$ cat src/pkg/rt_modecode_map.vh
/*
 * register offsets, field positions, reset values and decode constants
 * for the reset / reserved mode code handler.
 * assumes: included by bare name; definitions only.
 */
`ifndef RT_MODECODE_MAP_VH
`define RT_MODECODE_MAP_VH

// apb byte offsets
`define OFS_CONFIG 8'h00
`define OFS_ILLTBL 8'h04
`define OFS_STATUS 8'h08
`define OFS_BITWORD 8'h0C
`define OFS_DESC 8'h10
`define OFS_INFO 8'h14
`define OFS_IRQ_STAT 8'h18
`define OFS_IRQ_MASK 8'h1C

// config fields
`define CFG_UNDEFINED_MODECODE_INVALIDATE 0

// internal status word fields
`define ST_ME 0
`define ST_BUSY 1
`define ST_BCR 2
`define ST_TF_INH 3
`define ST_SHUT_A 4
`define ST_SHUT_B 5
`define ST_W 6
`define ST_HOST_MASK 6'h3A

// descriptor control word fields
`define DC_DATA_BLOCK_ACCESSED_FLAG 0
`define DC_BROADCAST_MSG_FLAG 1
`define DC_DPB 2
`define DC_W 3

// message info word fields
`define MI_RXBUS 0
`define MI_MSG_ERROR_INFO_FLAG 1
`define MI_ILLEGAL_CMD_FLAG 2
`define MI_RT_TO_RT_FLAG 3
`define MI_WORD_COUNT_ERROR_FLAG 4
`define MI_GAP_ERROR_FLAG 5
`define MI_W 6

// interrupt fields
`define IRQ_WA 0
`define IRQ_BR 1
`define IRQ_ILLEGAL_CMD_FLAG 2
`define IRQ_MSG_ERROR_INFO_FLAG 3
`define IRQ_W 4

// mode code decode
`define MC_RESET_RT 5'h08
`define MC_GROUP_HI 2'h1
`define BIT_CLEAR 16'h0000

// reset values
`define RST_CONFIG 1'h0
`define RST_ILLTBL 16'h0000
`define RST_STATUS 6'h00
`define RST_BITWORD 16'h0000

`endif

$ cat src/verilog/rt_reset_and_reserved_modecode_handler.v
/*
 * remote terminal handler for the reset remote terminal mode code and
 * the reserved mode codes 01001..01111, with an apb register file.
 * assumes: the bus front end presents one decoded command per cmd_valid_i
 * pulse with all qualifiers stable in that cycle, and pulses
 * status_done_i once the status word has left the transmitter.
 */
// The implementer's own choices: the APB register port and the placing of the registers.
`timescale 1ns/10ps
`include "rt_modecode_map.vh"

module rt_reset_and_reserved_modecode_handler
(
    input wire clk_i,
    input wire rst_b_i,
    input wire psel_i,
    input wire penable_i,
    input wire pwrite_i,
    input wire [7:0] paddr_i,
    input wire [31:0] pwdata_i,
    output wire [31:0] prdata_o,
    output wire pready_o,
    output wire pslverr_o,
    input wire cmd_valid_i,
    input wire cmd_word_ok_i,
    input wire [4:0] mode_code_i,
    input wire tr_bit_i,
    input wire broadcast_i,
    input wire contig_data_i,
    input wire bus_b_i,
    input wire status_done_i,
    output wire status_tx_o,
    output wire info_wr_o,
    output wire tx_enable_a_o,
    output wire tx_enable_b_o,
    output wire tf_enable_o,
    output wire irq_o
);

////////////////////////////////////////////////////////////////////////
// state

reg [31:0] prdata_r;
reg pready_r;
reg pslverr_r;
reg cfg_undefined_modecode_invalidate_r;
reg [15:0] illtbl_r;
reg [`ST_W-1:0] status_r;
reg [15:0] bitword_r;
reg [`DC_W-1:0] desc_r;
reg [`MI_W-1:0] info_r;
reg [`IRQ_W-1:0] irq_stat_r;
reg [`IRQ_W-1:0] irq_mask_r;
reg reset_pend_r;
reg status_tx_r;
reg info_wr_r;
reg irq_r;

reg cfg_undefined_modecode_invalidate_nxt;
reg [15:0] illtbl_nxt;
reg [`ST_W-1:0] status_nxt;
reg [15:0] bitword_nxt;
reg [`DC_W-1:0] desc_nxt;
reg [`MI_W-1:0] info_nxt;
reg [`IRQ_W-1:0] irq_stat_nxt;
reg [`IRQ_W-1:0] irq_mask_nxt;
reg [`IRQ_W-1:0] irq_ev;
reg reset_pend_nxt;
reg status_tx_nxt;
reg info_wr_nxt;
reg [31:0] rdata_nxt;
reg rd_err;

////////////////////////////////////////////////////////////////////////
// decode helpers

// true when the offset names a mapped register
function is_mapped;
    input [7:0] a;
    begin
        is_mapped = (a == `OFS_CONFIG) || (a == `OFS_ILLTBL) ||
            (a == `OFS_STATUS) || (a == `OFS_BITWORD) ||
            (a == `OFS_DESC) || (a == `OFS_INFO) ||
            (a == `OFS_IRQ_STAT) || (a == `OFS_IRQ_MASK);
    end
endfunction

// table bit: low byte for tr=1, high byte for tr=0, index = code low 3
function tbl_bit;
    input [15:0] tbl;
    input tr;
    input [2:0] idx;
    begin
        tbl_bit = tbl[{~tr, idx}];
    end
endfunction

wire wr_en = psel_i & penable_i & pready_r & pwrite_i &
    is_mapped(paddr_i);
wire in_group = (mode_code_i[4:3] == `MC_GROUP_HI);
wire is_reset = (mode_code_i == `MC_RESET_RT);
wire table_hit = tbl_bit(illtbl_r, tr_bit_i, mode_code_i[2:0]);
// invalid word or tr=0 under the invalidate option: drop it silently
wire cmd_ignore = ~cmd_word_ok_i | (~tr_bit_i & cfg_undefined_modecode_invalidate_r);
wire cmd_take = cmd_valid_i & in_group & ~cmd_ignore;

////////////////////////////////////////////////////////////////////////
// apb read mux, answered in the setup cycle so access has no wait

always @*
begin
    rdata_nxt = 32'h00000000;
    rd_err = 1'b0;
    case (paddr_i)
        `OFS_CONFIG: rdata_nxt[0] = cfg_undefined_modecode_invalidate_r;
        `OFS_ILLTBL: rdata_nxt[15:0] = illtbl_r;
        `OFS_STATUS: rdata_nxt[`ST_W-1:0] = status_r;
        `OFS_BITWORD: rdata_nxt[15:0] = bitword_r;
        `OFS_DESC: rdata_nxt[`DC_W-1:0] = desc_r;
        `OFS_INFO: rdata_nxt[`MI_W-1:0] = info_r;
        `OFS_IRQ_STAT: rdata_nxt[`IRQ_W-1:0] = irq_stat_r;
        `OFS_IRQ_MASK: rdata_nxt[`IRQ_W-1:0] = irq_mask_r;
        default: rd_err = 1'b1;
    endcase
end

////////////////////////////////////////////////////////////////////////
// next state: host writes first, command effects override them

always @*
begin
    cfg_undefined_modecode_invalidate_nxt = cfg_undefined_modecode_invalidate_r;
    illtbl_nxt = illtbl_r;
    status_nxt = status_r;
    bitword_nxt = bitword_r;
    desc_nxt = desc_r;
    info_nxt = info_r;
    irq_mask_nxt = irq_mask_r;
    irq_ev = {`IRQ_W{1'b0}};
    reset_pend_nxt = reset_pend_r;
    status_tx_nxt = 1'b0;
    info_wr_nxt = 1'b0;

    // host side writes; me and bcr belong to the terminal
    if (wr_en)
    begin
        case (paddr_i)
            `OFS_CONFIG: cfg_undefined_modecode_invalidate_nxt = pwdata_i[`CFG_UNDEFINED_MODECODE_INVALIDATE];
            `OFS_ILLTBL: illtbl_nxt = pwdata_i[15:0];
            `OFS_STATUS: status_nxt = (status_r & ~`ST_HOST_MASK) |
                (pwdata_i[`ST_W-1:0] & `ST_HOST_MASK);
            `OFS_BITWORD: bitword_nxt = pwdata_i[15:0];
            `OFS_IRQ_MASK: irq_mask_nxt = pwdata_i[`IRQ_W-1:0];
            default: ;
        endcase
    end

    // status has left: drop me, busy and bcr after a reset command
    if (status_done_i & reset_pend_r)
    begin
        status_nxt[`ST_ME] = 1'b0;
        status_nxt[`ST_BUSY] = 1'b0;
        status_nxt[`ST_BCR] = 1'b0;
        reset_pend_nxt = 1'b0;
    end

    // every accepted command toggles dpb and writes the info word
    if (cmd_take)
    begin
        info_wr_nxt = 1'b1;
        desc_nxt[`DC_DPB] = ~desc_r[`DC_DPB];
        info_nxt = {`MI_W{1'b0}};
        info_nxt[`MI_RXBUS] = bus_b_i;
        irq_ev[`IRQ_WA] = 1'b1;
        if (contig_data_i)
        begin
            // trailing data word: error, never answered
            status_nxt[`ST_ME] = 1'b1;
            desc_nxt[`DC_DATA_BLOCK_ACCESSED_FLAG] = 1'b1;
            desc_nxt[`DC_BROADCAST_MSG_FLAG] = 1'b0;
            info_nxt[`MI_MSG_ERROR_INFO_FLAG] = 1'b1;
            info_nxt[`MI_GAP_ERROR_FLAG] = is_reset;
            info_nxt[`MI_WORD_COUNT_ERROR_FLAG] = ~is_reset;
            irq_ev[`IRQ_MSG_ERROR_INFO_FLAG] = 1'b1;
        end
        else if (~tr_bit_i)
        begin
            // tr=0 is undefined; table picks in form or illegal
            desc_nxt[`DC_DATA_BLOCK_ACCESSED_FLAG] = 1'b1;
            desc_nxt[`DC_BROADCAST_MSG_FLAG] = broadcast_i;
            status_nxt[`ST_ME] = table_hit;
            info_nxt[`MI_MSG_ERROR_INFO_FLAG] = table_hit;
            info_nxt[`MI_ILLEGAL_CMD_FLAG] = table_hit;
            irq_ev[`IRQ_ILLEGAL_CMD_FLAG] = table_hit;
            irq_ev[`IRQ_BR] = broadcast_i;
            if (broadcast_i)
                status_nxt[`ST_BCR] = 1'b1;
            else
                status_tx_nxt = 1'b1;
        end
        else if (is_reset)
        begin
            // reset remote terminal; configuration left as is
            status_nxt[`ST_ME] = 1'b0;
            desc_nxt[`DC_DATA_BLOCK_ACCESSED_FLAG] = 1'b0;
            desc_nxt[`DC_BROADCAST_MSG_FLAG] = broadcast_i;
            irq_ev[`IRQ_BR] = broadcast_i;
            bitword_nxt = `BIT_CLEAR;
            status_nxt[`ST_SHUT_A] = 1'b0;
            status_nxt[`ST_SHUT_B] = 1'b0;
            status_nxt[`ST_TF_INH] = 1'b0;
            if (broadcast_i)
            begin
                // no status goes out, so clear at once
                status_nxt[`ST_BUSY] = 1'b0;
                status_nxt[`ST_BCR] = 1'b1;
            end
            else
            begin
                status_tx_nxt = 1'b1;
                reset_pend_nxt = 1'b1;
            end
        end
        else
        begin
            // reserved tr=1 codes, response chosen by the table
            desc_nxt[`DC_DATA_BLOCK_ACCESSED_FLAG] = 1'b1;
            desc_nxt[`DC_BROADCAST_MSG_FLAG] = broadcast_i;
            status_nxt[`ST_ME] = table_hit;
            info_nxt[`MI_RXBUS] = table_hit & bus_b_i;
            info_nxt[`MI_MSG_ERROR_INFO_FLAG] = table_hit;
            info_nxt[`MI_ILLEGAL_CMD_FLAG] = table_hit;
            irq_ev[`IRQ_ILLEGAL_CMD_FLAG] = table_hit;
            if (broadcast_i)
                status_nxt[`ST_BCR] = 1'b1;
            else
                status_tx_nxt = 1'b1;
        end
    end

    // sticky events, write one to clear; a new event wins the clear
    irq_stat_nxt = irq_stat_r;
    if (wr_en && (paddr_i == `OFS_IRQ_STAT))
        irq_stat_nxt = irq_stat_r & ~pwdata_i[`IRQ_W-1:0];
    irq_stat_nxt = irq_stat_nxt | irq_ev;
end

////////////////////////////////////////////////////////////////////////
// registers

always @(posedge clk_i)
begin
    if (!rst_b_i)
    begin
        prdata_r <= 32'h00000000;
        pready_r <= 1'b0;
        pslverr_r <= 1'b0;
        cfg_undefined_modecode_invalidate_r <= `RST_CONFIG;
        illtbl_r <= `RST_ILLTBL;
        status_r <= `RST_STATUS;
        bitword_r <= `RST_BITWORD;
        desc_r <= {`DC_W{1'b0}};
        info_r <= {`MI_W{1'b0}};
        irq_stat_r <= {`IRQ_W{1'b0}};
        irq_mask_r <= {`IRQ_W{1'b0}};
        reset_pend_r <= 1'b0;
        status_tx_r <= 1'b0;
        info_wr_r <= 1'b0;
        irq_r <= 1'b0;
    end
    else
    begin
        // ready rises for exactly the first access cycle
        pready_r <= psel_i & ~penable_i;
        pslverr_r <= psel_i & ~penable_i & rd_err;
        if (psel_i & ~penable_i)
            prdata_r <= pwrite_i ? 32'h00000000 : rdata_nxt;
        cfg_undefined_modecode_invalidate_r <= cfg_undefined_modecode_invalidate_nxt;
        illtbl_r <= illtbl_nxt;
        status_r <= status_nxt;
        bitword_r <= bitword_nxt;
        desc_r <= desc_nxt;
        info_r <= info_nxt;
        irq_stat_r <= irq_stat_nxt;
        irq_mask_r <= irq_mask_nxt;
        reset_pend_r <= reset_pend_nxt;
        status_tx_r <= status_tx_nxt;
        info_wr_r <= info_wr_nxt;
        // level output changes with status in the same cycle, a flop fed from the next state
        irq_r <= |(irq_stat_nxt & irq_mask_nxt);
    end
end

////////////////////////////////////////////////////////////////////////
// outputs, all from flops; the three enables are inverted status bits

assign prdata_o = prdata_r;
assign pready_o = pready_r;
assign pslverr_o = pslverr_r;
assign status_tx_o = status_tx_r;
assign info_wr_o = info_wr_r;
assign tx_enable_a_o = ~status_r[`ST_SHUT_A];
assign tx_enable_b_o = ~status_r[`ST_SHUT_B];
assign tf_enable_o = ~status_r[`ST_TF_INH];
assign irq_o = irq_r;

endmodule
$ cat config.mk
export PLATFORM = sky130hd
export DESIGN_NAME = rt_reset_and_reserved_modecode_handler
export DESIGN_NICKNAME = d
export VERILOG_FILES = /design/src/verilog/rt_reset_and_reserved_modecode_handler.v
export VERILOG_INCLUDE_DIRS = /design/src /design/src/pkg
export SDC_FILE = /design/constraint.sdc
export NUM_CORES = 1
export LEC_CHECK = 0
export BUFFER_PORTS_ARGS = -buffer_cell sky130_fd_sc_hd__buf_4
export CAP_MARGIN = 15
export CORE_AREA = 2 2 88 111
export CTS_CLUSTER_DIAMETER = 50
export DETAILED_ROUTE_END_ITERATION = 12
export DIE_AREA = 0 0 90 113
export PLACE_DENSITY = 0.65
export SLEW_MARGIN = 15
export SYNTH_ARGS = -nofsm -noshare
export SYNTH_HDL_FRONTEND = slang
export SYNTH_SLANG_ARGS = --single-unit
$ cat constraint.sdc
create_clock -name clk_i -period 1.9 [get_ports clk_i]
set_input_delay 0.38 -clock clk_i [delete_from_list [all_inputs] [get_ports clk_i]]
set_output_delay 0.38 -clock clk_i [all_outputs]
set_load 0.05 [all_outputs]
Yosys cells after proc, flatten, opt, wreduce, memory -nomap -nowiden
Cells that the tools add are included.
{ "word_totals": {"regBits": 93, "inputBits": 57, "output_inout_bits": 40, "word_cells": 128} }
{ "op_classes": {"order_cmp": 1, "n_eq_ne": 9, "muxes": 57, "n_bitwise": 28, "n_reduce_logical": 17} }
{ "op_table": {"columns": ["cell", "count"], "rows": [
  ["2-to-1 mux 16 bit", 7],
  ["equality test 8 x 5 -> 1 bit (second input constant)", 4],
  ["2-to-1 mux 1 bit", 26],
  ["one-hot mux 10 bit (2 select lines)", 1],
  ["2-to-1 mux 6 bit", 3],
  ["equality test 8 x 4 -> 1 bit (second input constant)", 2],
  ["2-to-1 mux 4 bit", 4],
  ["one-hot mux 2 bit (7 select lines)", 1],
  ["2-to-1 mux 2 bit", 6],
  ["2-to-1 mux 3 bit", 4],
  ["bitwise AND 1 bit", 11],
  ["inverter 1 bit", 11],
  ["bitwise AND 4 bit", 2],
  ["equality test 8 x 3 -> 1 bit (second input constant)", 1],
  ["logical NOT 8 bit", 1],
  ["one-hot mux 1 bit (8 select lines)", 1],
  ["one-hot mux 2 bit (4 select lines)", 1],
  ["OR reduction 8 bit", 1],
  ["logical OR 1 bit", 7],
  ["OR 3 x 6 -> 6 bit", 1],
  ["AND reduction 2 bit", 3],
  ["nonzero test 3 bit", 2],
  ["equality test 5 x 4 -> 1 bit (second input constant)", 1],
  ["less-than comparator 4 x 5 -> 1 bit (second input constant)", 1],
  ["10 further kinds", 10]
]} }

Longest topological paths before layout
{ "logic_depth": {"word_depth": 16, "mapped_depth": 8, "depth_no_buf": 6} }

Worst setup path after synthesis
No wires, ideal clock.
{ "synth_path": {"kind": "reg-to-reg", "start": "register pready_r (netlist: pready_o)", "end": "register bitword_r[5]", "setup_ps": 116, "t_arrival_ps": 1926, "t_required_ps": 1784, "path_slack_ps": -142, "stages_incl_launch_ff": 8, "n_path_buf": 2, "synth_period_minus_slack_ps": 2042, "path_cell_list": "dfxtp_1 > nand4_1 > nor3_4 > and2_1 > buf_6 > buf_12 > mux2i_1 > nor2_2"} }
{ "synth_via": {"elab_chain_cells": 8} }
{ "synth_rtl": {"columns": ["item", "line", "text"], "rows": [
  ["start, declared", "rt_reset_and_reserved_modecode_handler.v:44", "reg pready_r;"],
  ["start signal, assigned", "rt_reset_and_reserved_modecode_handler.v:274", "pready_r <= psel_i & ~penable_i;"],
  ["bitwise AND 1 bit (*) (3 in series)", "rt_reset_and_reserved_modecode_handler.v:98", "wire wr_en = psel_i & penable_i & pready_r & pwrite_i &"],
  ["2-to-1 mux 16 bit (*)", "rt_reset_and_reserved_modecode_handler.v:145", "if (wr_en)"],
  ["2-to-1 mux 16 bit", "rt_reset_and_reserved_modecode_handler.v:201", "else if (is_reset)"],
  ["2-to-1 mux 16 bit", "rt_reset_and_reserved_modecode_handler.v:186", "else if (~tr_bit_i)"],
  ["2-to-1 mux 16 bit", "rt_reset_and_reserved_modecode_handler.v:175", "if (contig_data_i)"],
  ["2-to-1 mux 16 bit (*)", "rt_reset_and_reserved_modecode_handler.v:168", "if (cmd_take)"],
  ["end signal, assigned", "rt_reset_and_reserved_modecode_handler.v:261", "bitword_r <= `RST_BITWORD;"],
  ["end signal, assigned", "rt_reset_and_reserved_modecode_handler.v:281", "bitword_r <= bitword_nxt;"],
  ["end, declared", "rt_reset_and_reserved_modecode_handler.v:49", "reg [15:0] bitword_r;"]
]} }
Mark *: on every way between the ends. The rest lies on a longest branch, timed or not.
A chain may end at the register's enable or synchronous reset.

Final worst setup path
{ "layout_path": {"start": "input port paddr_i[5]", "end": "register irq_r (netlist: irq_o)"} }
{ "layout_via": {"elab_chain_cells": 14, "word_cells_on_any_way": 23, "cone_classes": "eq/ne: 7; mux: 3; bitwise: 3; reduce/logical: 10"} }
{ "layout_rtl": {"columns": ["item", "line", "text"], "rows": [
  ["start, declared", "rt_reset_and_reserved_modecode_handler.v:19", "input wire [7:0] paddr_i,"],
  ["equality test 8 x 3 -> 1 bit / logical NOT 8 bit (equally long branches)", null, null],
  ["logical OR 1 bit (7 in series)", "rt_reset_and_reserved_modecode_handler.v:81", "is_mapped = (a == `OFS_CONFIG) || (a == `OFS_ILLTBL) ||"],
  ["bitwise AND 1 bit", "rt_reset_and_reserved_modecode_handler.v:98", null],
  ["logical AND 1 bit", "rt_reset_and_reserved_modecode_handler.v:243", "if (wr_en && (paddr_i == `OFS_IRQ_STAT))"],
  ["2-to-1 mux 4 bit", "rt_reset_and_reserved_modecode_handler.v:243", null],
  ["OR 4 bit", "rt_reset_and_reserved_modecode_handler.v:245", "irq_stat_nxt = irq_stat_nxt | irq_ev;"],
  ["bitwise AND 4 bit (*)", "rt_reset_and_reserved_modecode_handler.v:290", "irq_r <= |(irq_stat_nxt & irq_mask_nxt);"],
  ["OR reduction 4 bit (*)", "rt_reset_and_reserved_modecode_handler.v:290", null],
  ["end signal, assigned", "rt_reset_and_reserved_modecode_handler.v:290", null],
  ["end, declared", "rt_reset_and_reserved_modecode_handler.v:57", "reg irq_r;"]
]} }
Marks and branches as above.

==> results.py <==
metrics = {
    "status": {
        "status": "finished, final reports clean",
    },
    "yosys": {
        "synth_edf_count": 0,
        "yosysUniqueCellTypes": 52,
        "synth_area_um2": 3580,
        "synth-compound-area-share_pct": 12.8,
        "synth-xor-area-share_pct": 0.245,
        "synthAdderAreaFrac_pct": 0,
        "synth-async-reset-ratio_pct": 0,
        "synth_seq_area_share_pct": 43.0,
        "yosysWarnings": 0,
        "synth-simple-area-share_pct": 18.8,
        "synthMuxAreaShare_pct": 16.7,
        "synth_area_per_cell_um2": 9.42,
        "synthFlopType": "dfxtp_1",
        "ys_ff_latch": 77,
        "synth_top_family_by_area": "simple AND/OR/NAND/NOR gates",
        "netlist_instances": 380,
    },
    "timing": {
        "whs_ns": 0.276,
        "tns_ns": 0,
        "fin_crit_sh_pct": 92.6,
        "finalSetupViolCount": 0,
        "fin_crit_ns": 1.76,
        "fmax_ghz": 0.568,
        "report.final.hold_viol_count": 0,
        "drv_slew": 0,
        "skew_ns": 0.00592,
        "rsz0062_at_grt": "false",
    },
    "finish": {
        "layout_commonest_cell": "buf_4",
        "post-route-util_pct": 51.3,
        "final_nets": 522,
        "antenna_cells": 0,
        "final_area_um2": 4650,
        "synthToLayoutAreaGrowth_pct": 29.9,
        "layout_common_cells": "94 x buf_4, 76 x dfxtp_1, 73 x nor2_1",
        "drive_above_1_share_pct": 28.7,
    },
    "die": {
        "start_util_pct": 39.5,
        "rows": 39,
        "dieWidth_um": 90,
        "io-pin-count": 97,
        "design.die.area_um2": 10200,
        "core_um2": 9080,
        "die_y_um": 113,
    },
    "worst_hold_path": {
        "min_from": "broadcast_i",
        "hold_end": "status_tx_o",
        "hold_class": "in -> reg",
        "min_path_cells": 2,
    },
    "worst_setup_path": {
        "cp.required_ns": 2.13,
        "path_common_cell": "buf_4",
        "worstRegToRegCells": 7,
        "critPathCaptureType": "flop",
        "worstPathCellList": "buf_4, or3_1, nor4_2, buf_4, nand2_1, a32oi_2, o22ai_1, o31a_1",
        "critPathMaxFanout": 4,
        "path_class": "in -> reg",
        "worst-path-buf-inv": 2,
        "r2r_start": "pready_o",
        "cp_top_family": "simple AND/OR/NAND/NOR gates",
        "worst_ep_arrival_time_ns": 1.99,
        "crit_path_max_incr_delay_ns": 0.48,
        "ff2ff_setup_slack_ns": 0.14,
        "r2r_end": "irq_o",
        "start_kind": "input pin",
        "cpMaxStageDelayCell": "or3_1",
    },
    "global_routing": {
        "antenna_found_initial": 0,
        "gr-total-overflow": 0,
        "grt_pass1_wl_mm": 14.7,
        "grt_max_degree": 26,
        "grt_usage_pct": 18.3,
        "first_global_vias": 3032,
    },
    "clock_tree": {
        "ctsRootBufferMaster": "clkbuf_16",
        "cts_sinks": 77,
        "numCtsBuffers": 9,
        "cts.hold.buffers_added": 0,
        "clockBufferDepth": 2,
        "cts_tree": "done",
        "clk-insertion-delay-late_ns": 0.33,
        "post_cts_buffers": 0,
        "clk_transition_reported_paths_ns": 0.06,
        "htreeDepth": 3,
    },
    "placed_design": {
        "hpwl_mm": 6.87,
        "place_area_um2": 4310,
        "place.gp.congestion": 0.787,
        "port_buffers": 64,
    },
    "detailed_routing": {
        "vias": 3008,
        "drc": 0,
        "wl_mm": 9.13,
        "wl_per_cell_um": 15.4,
        "via_per_inst": 5.07,
        "ant_nets": 0,
        "dr.first_iter.drc_count": 148,
        "drt-pass1-iter-count": 5,
    },
    "power": {
        "ir_worst_vdd_v": 0.000459,
        "power.leakage_uw": 0.00183,
        "finalPower_uw": 3810,
        "powerDensity_nw_per_um2": 819,
    },
    "job": {
        "drv_cap": 0,
    },
}
==> layer usage <==
metal  GRT usage, %  part of all wire, %  vias up
met4           8.10                  2.5        0
li1               -                    -     1478
met3           3.86                  3.7       15
met2           33.3                   52       76
met1           20.5                   42     1439
met5              0                    0        -
==> stage by stage <==
stage	std cells	setup WS, ns
finish	593	0.140
global route	593	0.0182
global placement	577	-0.163
CTS	593	0.0992
floorplan	395	-0.0219
detailed placement	577	-0.232
==> repair_timing <==
item,4_1_cts,5_1_grt
resized for setup,0,3
endpoints found under the setup margin,0,1
hold endpoints to repair,0,0
==> state kept, by name, summed over array words and instances (netlist names), 3 cells and up <==
signal / cells
bitword_r: 16
desc_r: 3
illtbl_r: 16
info_r: 5
irq_mask_r: 4
irq_stat_r: 4
prdata_o: 16
status_r: 6
==> cells in the mapped netlist (2+ instances only) <==
master / count / area share, %
nor2b_1: 4 / 0.70
nor2_1: 73 / 7.7
inv_1: 6 / 0.63
dfxtp_1: 77 / 43
buf_4: 16 / 3.4
a21oi_1: 16 / 2.2
a2bb2oi_1: 2 / 0.49
buf_6: 3 / 0.94
o21ai_0: 5 / 0.70
mux4_2: 7 / 4.4
nor3_1: 5 / 0.70
buf_12: 2 / 1.1
o21a_1: 2 / 0.42
nand4_1: 3 / 0.52
buf_2: 6 / 0.84
nor2_2: 2 / 0.35
nand2_1: 24 / 2.5
a22oi_1: 18 / 3.8
and2_1: 3 / 0.52
nand3_1: 9 / 1.3
mux2i_1: 43 / 12
clkbuf_1: 11 / 1.2
a22o_1: 11 / 2.7
nand2b_1: 3 / 0.52
a221oi_1: 2 / 0.49
==> worst max path at each step <==
| stage | from | to | slack (ns) | cells past startpoint |
|---|---|---|---|---|
| 2_1_floorplan | paddr_i[5] | bitword_r[5] | -0.02 | 8 |
| 5_1_grt | pready_o | bitword_r[5] | 0.02 | 7 |
| 3_5_place_dp | paddr_i[5] | irq_o | -0.23 | 8 |
| 3_3_place_gp | paddr_i[5] | irq_o | -0.16 | 7 |
| 6_report | paddr_i[5] | irq_o | 0.14 | 8 |
| 4_1_cts | pready_o | irq_o | 0.1 | 7 |
==> logic make-up (layout without fill, tap and decap cells) <==
| group | Yosys count | after routing |
|---|---|---|
| other cells | 1 | 16 |
| buf+inv | 46 | 121 |
| mux | 51 | 51 |
| compound gates | 65 | 65 |
| flops | 77 | 77 |
| xor+xnor | 1 | 1 |
| simple gates | 139 | 139 |
==> report_power, final <==
part | leakage [uW] | total (uW) | internal (uW) | switching [uW]
logic | 0.00106 | 331 | 121 | 211
registers | 0.000621 | 1630 | 1620 | 4.41
clock network | 0.000156 | 1850 | 1190 | 663
total | 0.00183 | 3810 | 2930 | 878
==> area by class of cell <==
cell class | instances | area [um2]
inverters | 7 | 26.3
repair buffers | 98 | 786
well taps | 123 | 154
flip-flops and latches | 77 | 1540
fillers | 847 | 4420
clock buffers | 11 | 243
multi-input cells | 272 | 1820
clock inverters | 5 | 81.3
(Power assumes the default switching activity.)
